File: src/rtl/seq_defs.vh
`ifndef SEQ_DEFS_VH
`define SEQ_DEFS_VH
// Register indices (printed offsets), byte address = 4 * index
`define IDX_SLOT_FIRST     8'h0f
`define IDX_SLOT_FIVE      8'h13
`define IDX_SLOT_SIX       8'h14
`define IDX_SLOT_LAST      8'h16
`define IDX_CTRL           8'h0c
`define IDX_STATUS         8'h0d
// Control register fields
`define CTRL_GO_BIT        0
// Slot field layout
`define SLOT_IDLE_BIT      7
`define SLOT_VAL_MSB       6
`define SLOT_RESET         8'h00
`define SLOT_COUNT         8
`define SLOT_FIRST_PTR     3'd0
`define SLOT_LAST_PTR      3'd7
// Timing
`define CLK_HZ             40000000
`define IDLE_UNIT_MS       10
`define IDLE_UNIT_CYC      ((`CLK_HZ / 1000) * `IDLE_UNIT_MS)
`define TICK_W             19
`endif

File: src/rtl/idle_tick.v
`timescale 1ns/1ps
`include "seq_defs.vh"
module idle_tick #(
  parameter TICK_CYCLES = `IDLE_UNIT_CYC
) (
  input  wire pclk,
  input  wire presetn,
  input  wire run,
  output reg  tick
);
  reg [`TICK_W-1:0] cnt_r;

  // One pulse per idle unit while run is high
  always @(posedge pclk or negedge presetn) begin
    if (!presetn) begin
      cnt_r <= {`TICK_W{1'b0}};
      tick  <= 1'b0;
    end else if (!run) begin
      cnt_r <= {`TICK_W{1'b0}};
      tick  <= 1'b0;
    end else if (cnt_r == TICK_CYCLES[`TICK_W-1:0] - 1'b1) begin
      cnt_r <= {`TICK_W{1'b0}};
      tick  <= 1'b1; // RULE7
    end else begin
      cnt_r <= cnt_r + 1'b1;
      tick  <= 1'b0;
    end
  end
endmodule

File: src/rtl/waveform_sequence_slots.v
// How it works
// (RULE1) Slot bit 7 set: low seven bits are an idle time, no waveform.
// (RULE2) Idle duration equals slot value times 10 ms.
// (RULE3) Slot bit 7 clear: bits 6..0 select a library waveform index.
// (RULE4) Setting the go bit starts playback at the first slot.
// (RULE5) After a slot finishes, advance to next slot if its id is non-zero.
// (RULE6) Stop at a zero identifier or after the eighth slot.
// (RULE7) Idle timed by counting 10 ms ticks down to zero.
//
// The implementer's own choice: the APB slave port.
`timescale 1ns/1ps
`include "seq_defs.vh"
module waveform_sequence_slots #(
  parameter TICK_CYCLES = `IDLE_UNIT_CYC
) (
  input  wire        pclk,
  input  wire        presetn,
  input  wire        psel,
  input  wire        penable,
  input  wire        pwrite,
  input  wire [11:0] paddr,
  input  wire [31:0] pwdata,
  output reg  [31:0] prdata,
  output reg         pready,
  output reg         pslverr,
  input  wire        wave_done,
  output reg         wave_start,
  output reg  [6:0]  wave_index,
  output reg         idle_active,
  output reg         seq_busy
);
  localparam S_IDLE  = 4'b0001;
  localparam S_FETCH = 4'b0010;
  localparam S_PLAY  = 4'b0100;
  localparam S_WAIT  = 4'b1000;

  reg  [7:0] slot_r [0:`SLOT_COUNT-1];
  reg  [3:0] state_r;
  reg  [2:0] ptr_r;
  reg  [6:0] left_r;
  reg        go_r;
  reg        done_s1_r;
  reg        done_s2_r;
  wire       tick;
  wire [7:0] cur;
  wire [7:0] idx;
  wire       in_slots;
  wire       is_ctrl;
  wire       is_stat;
  wire       wr;
  wire       acc;
  reg  [3:0] state_nxt;
  reg  [2:0] ptr_nxt;
  reg  [6:0] left_nxt;
  reg        go_nxt;
  reg        start_nxt;
  reg  [6:0] index_nxt;
  reg        idle_nxt;
  reg        busy_nxt;
  reg        done_d_r;
  wire       done_rise;
  wire [7:0] slot_off;
  wire [2:0] slot_sel;
  wire [7:0] slot_we;
  wire       go_req;
  wire       slot_end;
  wire       last_slot;

  ////////////////////////////////////////////////////////////////////
  // APB decode
  assign idx      = paddr[9:2];
  assign in_slots = (idx >= `IDX_SLOT_FIRST) && (idx <= `IDX_SLOT_LAST)
                    && (paddr[1:0] == 2'b00) && (paddr[11:10] == 2'b00);
  assign is_ctrl  = (paddr == {2'b00, `IDX_CTRL, 2'b00});
  assign is_stat  = (paddr == {2'b00, `IDX_STATUS, 2'b00});
  assign acc      = psel && penable && pready;
  assign wr       = acc && pwrite;
  assign cur      = slot_r[ptr_r];
  assign slot_off = idx - `IDX_SLOT_FIRST;
  assign slot_sel = slot_off[2:0];
  assign slot_we  = (wr && in_slots) ? (8'h01 << slot_sel) : 8'h00;

  // Zero-wait-state slave: pready high in every access phase
  always @(posedge pclk or negedge presetn) begin
    if (!presetn) begin
      pready  <= 1'b0;
      pslverr <= 1'b0;
      prdata  <= 32'h0000_0000;
    end else begin
      pready  <= psel && !penable;
      pslverr <= psel && !penable && !(in_slots || is_ctrl || is_stat);
      prdata  <= 32'h0000_0000;
      if (psel && !penable && !pwrite) begin
        if (in_slots)
          prdata <= {24'h00_0000, slot_r[slot_sel]};
        else if (is_ctrl)
          prdata <= {31'h0000_0000, go_r};
        else if (is_stat)
          prdata <= {28'h000_0000, 1'b0, ptr_r};
      end
    end
  end

  ////////////////////////////////////////////////////////////////////
  // Slot storage
  genvar g;
  generate
    for (g = 0; g < `SLOT_COUNT; g = g + 1) begin : slots
      always @(posedge pclk or negedge presetn) begin
        if (!presetn)
          slot_r[g] <= `SLOT_RESET;
        else if (slot_we[g])
          slot_r[g] <= pwdata[7:0];
      end
    end
  endgenerate

  ////////////////////////////////////////////////////////////////////
  // Done synchroniser
  always @(posedge pclk or negedge presetn) begin
    if (!presetn) begin
      done_s1_r <= 1'b0;
      done_s2_r <= 1'b0;
      done_d_r  <= 1'b0;
    end else begin
      done_s1_r <= wave_done;
      done_s2_r <= done_s1_r;
      done_d_r  <= done_s2_r;
    end
  end

  // Edge only: a done level still high must not end the next wave
  assign done_rise = done_s2_r && !done_d_r;

  idle_tick #(.TICK_CYCLES(TICK_CYCLES)) u_tick (
    .pclk    (pclk),
    .presetn (presetn),
    .run     (state_r == S_WAIT),
    .tick    (tick)
  );

  ////////////////////////////////////////////////////////////////////
  // Sequencer next state
  assign go_req    = wr && is_ctrl && pwdata[`CTRL_GO_BIT];
  assign last_slot = (ptr_r == `SLOT_LAST_PTR);
  assign slot_end  = (left_r == 7'h00) || (tick && left_r == 7'h01);

  always @* begin
    state_nxt = state_r;
    ptr_nxt   = ptr_r;
    left_nxt  = left_r;
    go_nxt    = go_r;
    start_nxt = 1'b0;
    index_nxt = wave_index;
    idle_nxt  = idle_active;
    busy_nxt  = seq_busy;
    case (state_r)
      S_IDLE: begin
        if (go_req) begin
          go_nxt    = 1'b1;
          ptr_nxt   = `SLOT_FIRST_PTR; // RULE4
          busy_nxt  = 1'b1;
          state_nxt = S_FETCH;
        end
      end
      S_FETCH: begin
        if (cur == `SLOT_RESET) begin
          go_nxt    = 1'b0;
          busy_nxt  = 1'b0;
          state_nxt = S_IDLE; // RULE6
        end else if (cur[`SLOT_IDLE_BIT]) begin
          left_nxt  = cur[`SLOT_VAL_MSB:0]; // RULE2
          idle_nxt  = 1'b1; // RULE1
          state_nxt = S_WAIT;
        end else begin
          index_nxt = cur[`SLOT_VAL_MSB:0]; // RULE3
          start_nxt = 1'b1;
          state_nxt = S_PLAY;
        end
      end
      S_PLAY: begin
        if (done_rise) begin
          state_nxt = S_WAIT; // RULE5
        end
      end
      S_WAIT: begin
        if (slot_end) begin
          idle_nxt = 1'b0;
          left_nxt = 7'h00;
          if (last_slot) begin
            go_nxt    = 1'b0;
            busy_nxt  = 1'b0;
            state_nxt = S_IDLE; // RULE6
          end else begin
            ptr_nxt   = ptr_r + 3'd1; // RULE5
            state_nxt = S_FETCH;
          end
        end else if (tick) begin
          left_nxt = left_r - 7'h01; // RULE7
        end
      end
      default: begin
        go_nxt    = 1'b0;
        idle_nxt  = 1'b0;
        busy_nxt  = 1'b0;
        state_nxt = S_IDLE;
      end
    endcase
  end

  ////////////////////////////////////////////////////////////////////
  // Sequencer registers
  always @(posedge pclk or negedge presetn) begin
    if (!presetn) begin
      state_r     <= S_IDLE;
      ptr_r       <= `SLOT_FIRST_PTR;
      left_r      <= 7'h00;
      go_r        <= 1'b0;
      wave_start  <= 1'b0;
      wave_index  <= 7'h00;
      idle_active <= 1'b0;
      seq_busy    <= 1'b0;
    end else begin
      state_r     <= state_nxt;
      ptr_r       <= ptr_nxt;
      left_r      <= left_nxt;
      go_r        <= go_nxt;
      wave_start  <= start_nxt;
      wave_index  <= index_nxt;
      idle_active <= idle_nxt;
      seq_busy    <= busy_nxt;
    end
  end
endmodule

File: config.mk
export PLATFORM = sky130hd
export DESIGN_NAME = waveform_sequence_slots
export DESIGN_NICKNAME = d
export VERILOG_FILES = /design/src/rtl/idle_tick.v /design/src/rtl/waveform_sequence_slots.v
export VERILOG_INCLUDE_DIRS = /design/src /design/src/rtl
export SDC_FILE = /design/constraint.sdc
export NUM_CORES = 1
export LEC_CHECK = 0
export CORE_MARGIN = 2
export CORE_UTILIZATION = 55
export CTS_CLUSTER_DIAMETER = 30
export DETAILED_ROUTE_END_ITERATION = 10
export DONT_BUFFER_PORTS = 1
export PLACE_DENSITY = 0.78
export SLEW_MARGIN = 0
export SYNTH_ARGS = -nofsm -noshare
export SYNTH_HDL_FRONTEND = slang
export SYNTH_HIERARCHICAL = 1
export SYNTH_SLANG_ARGS = --single-unit
File: constraint.sdc
create_clock -name pclk -period 3.85 [get_ports pclk]
set_input_delay 0.385 -clock pclk [delete_from_list [all_inputs] [get_ports pclk]]
set_output_delay 0.385 -clock pclk [all_outputs]
set_load 0.01 [all_outputs]
==> results of run 1 <==
sequential cells by signal, summed over array words and instances (netlist names), 3 cells and up:
register	count
left_r	7
state_r	4
prdata	8
slot_r	64
wave_index	7
ptr_r	3
u_tick/cnt_r	19
final cells by class:
cell class / count / area (um2) / share of cell area [%]
clock buffers: 25 / 515 / 7.27
clock inverters: 7 / 87.6 / 1.24
repair buffers: 7 / 77.6 / 1.09
multi-input cells: 348 / 3120 / 44.1
well taps: 143 / 179 / 2.52
flip-flops and latches: 121 / 3030 / 42.7
inverters: 21 / 78.8 / 1.11
layout by cell type, fill, tap and decap left out, types with 3 or more instances in the layout:
cell type  count
ha_1          11
nand4_1        6
xnor2_1       13
a21oi_1       10
nand2_1       19
dfrtp_1      120
or4_4          3
nand2b_1       6
nor2_1        37
a22o_1         4
o21ai_0       12
nand3b_1       5
nand3_1       11
conb_1        24
o41ai_1        3
o21a_1         3
nor3_1        11
mux4_2        25
inv_1         20
clkbuf_8       6
mux2i_1       11
or3_1          9
buf_4          4
mux2_2        77
o31ai_1        3
mux4_1         7
nor4_1         6
clkinv_2       4
clkbuf_16     17
and3b_1        4
repair_timing:
item                       in CTS  in global routing
hold buffers                    3                  0
gates resized for setup         0                  0
setup endpoints to repair       0                  0
hold endpoints to repair      122                  0
power by group through the flow:
stage                     Combinational, W  Clock, W  Sequential (W)
after detailed placement          0.000156         0         0.00134
after global placement            0.000148         0         0.00134
after global routing              0.000204   0.00166         0.00132
after floorplan                   0.000147         0         0.00133
after CTS                         0.000187   0.00160         0.00132
final                             0.000187   0.00159         0.00132
worst paths after layout:
check / to / slack [ns] / depth (start not counted)
worst min register to register: done_s2_r / 0.35 / 0
max in group asynchronous: u_tick/cnt_r[6] / 2.80 / 2
min in group asynchronous: slot_r[44] / 0.55 / 2
worst min-delay path: pready / 0.06 / 1
worst max register to register: wave_index[0] / 0.71 / 6
worst max-delay path: wave_index[0] / 0.71 / 6
routing by layer:
layer	wire, um	part of all wire, %	vias up	global-route usage [%]
met5	0	0	-	0
met4	217	1.6	0	8.54
met3	880	6.5	20	6.86
met2	6600	49	159	35.7
met1	5750	43	2173	28.9
li1	-	-	1866	-
cells by family (layout without fill, tap and decap cells):
kind of cell	Yosys count	after routing	share of synthesized area, %
AOI/OAI and AO/OA	50	50	5.54
DFF	121	121	47.2
buffers and inverters	63	60	5.37
adders and majority gates	11	11	2.15
xor gates and xnor gates	15	15	2.05
muxes	120	120	26.9
other	1	24	0.0585
and+or+nand+nor	128	128	10.7
through the flow:
step | cell area (um2) | util [%]
after floorplan | 6500 | -
after global placement | 6440 | 56.4
after detailed placement | 6440 | 56.4
after CTS | 7090 | 62.1
after global routing | 7090 | 62.1
final | 7090 | 62.1
critical path, delay by kind of cell (launching register included):
kind,cells,cell delay [ns]
compound gates,1,0.40
mux,3,1.29
buf+inv,1,0.33
flops,1,0.69
simple gates,1,0.32
==> summary.txt, run 1 <==
Status
  – Status: finished clean

Timing
  – Hold Slack: 0.0623 ns
  – Relative slew slack: roughly 45%
  – F_max: 318 MHz
  – Fin Setup TNS: 0 ns
  – Slew Limit Fails: 0
  – Minimum clock period: 3.14 ns
  – Worst Max-Slew Pin Slew: around 0.83 ns
  – Number of hold violations in the final report: 0
  – Final Skew: 0.0103 ns
  – Final period utilization: 81.6%
  – Final setup violation count: 0
  – Final worst setup slack: 0.709 ns
  – RSZ-0062 raised after global routing: no

Cells and area
  – Fill cells: 830
  – Fin nets: between 500 and 600
  – Syn-to-layout area delta: 10.6%
  – Diodes inserted: 0
  – Share of cells above drive strength 1: between 20% and 30%
  – Non-filler cells, final: 672

Setup path
  – Crit-path max FO: 11
  – CP required: 4.15 ns
  – Arr. time, crit path: approximately 3.4 ns
  – Worst path max stage delay: between 0.6 and 0.7 ns
  – Worst setup path start: ptr_r[0]
  – Worst setup EP type: flip-flop
  – FF-to-FF Start: ptr_r[0]
  – Cell Chain, Critical Path: buf_4, mux4_1, mux2_2, nand4b_1, o21ai_4, mux2_2
  – CP Launch Type: flip-flop
  – Cell mode on critical path: mux2_2
  – Crit path kind: reg2reg
  – Crit-path slowest cell: dfrtp_1

Power and ir drop
  – PD cells: 437 mW/mm2
  – Combinational Power Share: ~6.0%
  – Final Power: 0.00310 W
  – Net Sw Power: 0.000684 W
  – Leak: about 3.2 nW
  – Seq pwr share: 42.6%
  – Maximum VDD drop: 0.330 mV
  – Clock power frac: 51.4%
  – Internal Power: 0.00242 W
  – Sw Ratio: 22.1%

Detailed routing
  – WL/cell: 20.0 um
  – Residual DRC: 0
  – Vias post-DR: 4,218
  – Final WL: about 13,000 um
  – Drt first pass iters: 5
  – Antenna viol nets, final: 0
  – DRT iter0 DRCs: 347
  – Avg Vias per Cell: 6.28

Synth
  – Post-synth EDFFs: 0
  – Synth cell count leaders: dfrtp_1 (120), mux2_2 (77), nor2_1 (37)
  – Synth Instances: between 500 and 600
  – Predominant post-synthesis flop cell: dfrtp_1
  – Synth Warn #: 6
  – Dominant cells by area after synthesis: dfrtp_1 (47%), mux2_2 (14%), mux4_2 (8.8%), mux4_1 (2.9%), buf_4 (2.8%)
  – FFs w/ async S/R, synth: 100%
  – Yosys cell types: 55
  – Seq/Total Area, Yosys: 47.2%
  – Post-synth top area cell: dfrtp_1
  – Synth Register Bits: approximately 120
  – Top-count cell post-synth: dfrtp_1
  – Yosys top cell area share: 46.8%
  – Mapped Avg Cell Area: around 13 um2
  – Mapped Area: 0.00641 mm2

Worst hold path
  – HP Start: penable
  – Hold Crit Class: in2reg

Placement
  – Dpl ws: 0.697 ns
  – GP Congestion: 0.842
  – Port Buffer Count: 0
  – DPL Wire Length: 8930 um
  – Cell count after placement: between 600 and 700

Global route
  – Global route overflow: 0
  – Number of global-route vias before repair: ~4,200
  – Initial antenna violation count: 0
  – Largest net degree at the start of global routing: between 100 and 150
  – First-pass GRT wire length: 21,600 um
  – Total track usage: 22.3%

Clock tree
  – Maximum clock insertion buffer count: 2
  – Root Driver: clkbuf_16
  – CTS sink cnt: 121
  – Clock slew at reported path FFs: 0.05 ns
  – CTS Buf Count: 17
  – # Post-CTS Setup Buffers: 0
  – H-Tree Depth: 4
  – Clock latency on the worst-skew pair: 0.42 ns
  – CTS tree: done

Floorplanning
  – Die Area: around 0.013 mm2
  – Top-level port count: 94
  – Initial Utilization: roughly 56%
  – DIE HEIGHT: 112 um
  – DIE WIDTH: 112 um
  – Core area: approximately 0.011 mm2
  – Placement Rows: 39

Run
  – Max_cap viols: 0
No activity file was read; power rests on OpenSTA's default activity.
==> run 2: changes to the inputs <==
Settings changed: PLACE_DENSITY 0.78 to 0.81.
Clock period 3.85 ns to 2.7 ns, I/O delays scaled along.
==> run 2 against run 1 <==
  * The run now ends with hold timing, setup timing left
  * Highest routed layer unchanged
  * Worst setup slack lost 0.71 ns
  * Non-clock buffer count rose by 34
  * Largest cell class unchanged
  * Clock power is 40% higher
  * First-iteration DRC count is 36% higher
  * Count of clock-buffer cells in the layout down 1
  * Clock skew shrank 0.0036 ns
  * Die area unchanged
==> summary.txt, run 2 (synthesis gave the netlist of run 1 again) <==
Clock tree
  – Clock latency on the worst-skew pair: 0.42 ns
  – CTS tree: done
  – Post-CTS Hold Buffers: 10
  – Clock slew at reported path FFs: 0.06 ns
  – CTS Buf Count: 17
  – CTS sink cnt: 121
  – Maximum clock insertion buffer count: 2
  – Root Driver: clkbuf_16
  – H-Tree Depth: 4

Floorplanning
  – Initial Utilization: 56.1%
  – Core area: 0.0114 mm2
  – Top-level port count: 94
  – Placement Rows: 39
  – DIE WIDTH: 112 um
  – Die Area: roughly 0.013 mm2
  – DIE HEIGHT: between 100 and 150 um

Setup path
  – Crit-path slowest cell: mux4_1
  – CP required: 3.00 ns
  – Buf+Inv Stages, Crit Path: 1
  – Crit-path leading delay family: multiplexers
  – Crit-path max FO: 7
  – Cell Chain, Critical Path: buf_12, mux4_1, mux2_4, or4_4, o21ai_4, mux2_2
  – Crit path kind: reg2reg
  – Arr. time, crit path: 3.00 ns
  – CP Launch Type: flip-flop
  – Worst setup EP type: flip-flop
  – Worst path max stage delay: 0.55 ns

Cells and area
  – Syn-to-layout area delta: 14.7%
  – Share of cells above drive strength 1: 31.3%
  – Top flop regs: slot_r (64), u_tick/cnt_r (19), prdata (8)
  – Fill cells: 787
  – Diodes inserted: 0
  – Non-filler cells, final: 706
  – Most common cell after layout, fill and taps aside: dfrtp_1
  – Max reg flops: 64
  – Fin area: 0.00736 mm2
  – Fin nets: 611
  – Most frequent cells in the layout: dfrtp_1 (119), mux2_2 (76), nor2_1 (37)
  – Reg with most FFs: slot_r

Global route
  – Total track usage: 26.0%
  – Number of global-route vias before repair: 4,687
  – Global route overflow: 0
  – Initial antenna violation count: 0
  – Largest net degree at the start of global routing: 122
  – First-pass GRT wire length: roughly 25,000 um

Placement
  – GP Congestion: approximately 0.84
  – Cell count after placement: 663
  – Port Buffer Count: 0
  – DPL Wire Length: 9890 um
  – Placed cell area: ~0.0066 mm2

Timing
  – Final setup violation count: 1
  – Final period utilization: 100%
  – Slew Limit Fails: 0
  – RSZ-0062 raised after global routing: yes
  – Worst Max-Slew Pin Slew: between 0.7 and 0.8 ns
  – Minimum clock period: 2.70 ns
  – Hold Slack: -0.453 ns
  – Final worst setup slack: -0.00142 ns
  – Number of hold violations in the final report: 121
  – Final Skew: 0.00675 ns
  – F_max: 370 MHz
  – Relative slew slack: 48.4%

Power and ir drop
  – PD cells: 594 mW/mm2
  – Maximum VDD drop: roughly 0.47 mV
  – Leak: 3.38 nW

Detailed routing
  – Vias post-DR: between 4,000 and 5,000
  – WL/cell: 21.8 um
  – Antenna viol nets, final: 0
  – Final WL: 15,400 um
  – Residual DRC: 0
  – Avg Vias per Cell: 6.40
  – Drt first pass iters: 5
  – DRT iter0 DRCs: 472

Run
  – Max_cap viols: 0

Status
  – Status: finished, violations left
  – Violated checks: hold timing, setup timing

Worst hold path
  – Hold Crit Class: in2async
-- run 2: changes by cell type in the layout (fill, tap and decap cells not counted), sizes merged --
cell / before / now
clkbuf: 25 / 24
buf: 5 / 31
clkinv: 5 / 6
dlygate4sd3: 2 / 10
-- run 2: timing repair --
item,CTS,global route
pin swaps,1,0
setup buffers,1,0
setup endpoints to repair,7,11
hold endpoints to repair,184,121
gates resized for setup,1,7
-- run 2: worst paths after layout --
| check | slack [ns] | cells after the start | startpoint | endpoint |
|---|---|---|---|---|
| setup / recovery | -0.001 | 6 | ptr_r[0] | wave_index[2] |
| hold / removal | -0.45 | 0 | presetn | slot_r[54] |
| setup reg to reg | -0.001 | 6 | ptr_r[0] | wave_index[2] |
| hold reg to reg | 0.35 | 0 | done_s1_r | done_s2_r |
| max in group asynchronous | 2.90 | 0 | presetn | state_r[0] |
| min in group pclk | 0.02 | 1 | pwdata[6] | slot_r[54] |
-- run 2: area by class of cell --
cell class / instances / area (um2) / share of cell area, %
clock inverters: 8 / 92.6 / 1.26
clock buffers: 24 / 492 / 6.68
inverters: 21 / 78.8 / 1.07
well taps: 143 / 179 / 2.43
repair buffers: 41 / 349 / 4.75
multi-input cells: 348 / 3130 / 42.6
flip-flops and latches: 121 / 3030 / 41.2
-- run 2: routing by layer --
metal / global-route usage [%] / routed length, um / vias to the layer above
met2: 41.5 / 7580 / 228
met5: 0 / 0 / -
met4: 11.7 / 505 / 0
li1: - / - / 1919
met1: 33.6 / 6270 / 2321
met3: 7.02 / 1020 / 51
-- run 2: stage by stage --
step / util, % / setup WS, ns / setup TNS, ns / hold slack [ns] / power, W
after floorplan: - / 0.00595 / 0 / -0.0256 / 0.00211
after global placement: 58.2 / -0.0582 / -0.240 / -0.0203 / 0.00213
after detailed placement: 58.2 / -0.137 / -0.835 / -0.0212 / 0.00214
after CTS: 64.3 / 0.00786 / 0 / -0.471 / 0.00438
after global routing: 64.4 / -0.0462 / -0.229 / -0.464 / 0.00450
final: 64.4 / -0.00142 / -0.00142 / -0.453 / 0.00437
-- run 2: power breakdown --
part	total, W	leakage (nW)	switching (W)	internal, W
Clock	0.00223	0.290	0.000783	0.00145
Sequential	0.00188	1.67	0.0000370	0.00184
Combinational	0.000256	1.41	0.000146	0.000110
Total	0.00437	3.38	0.000966	0.00340
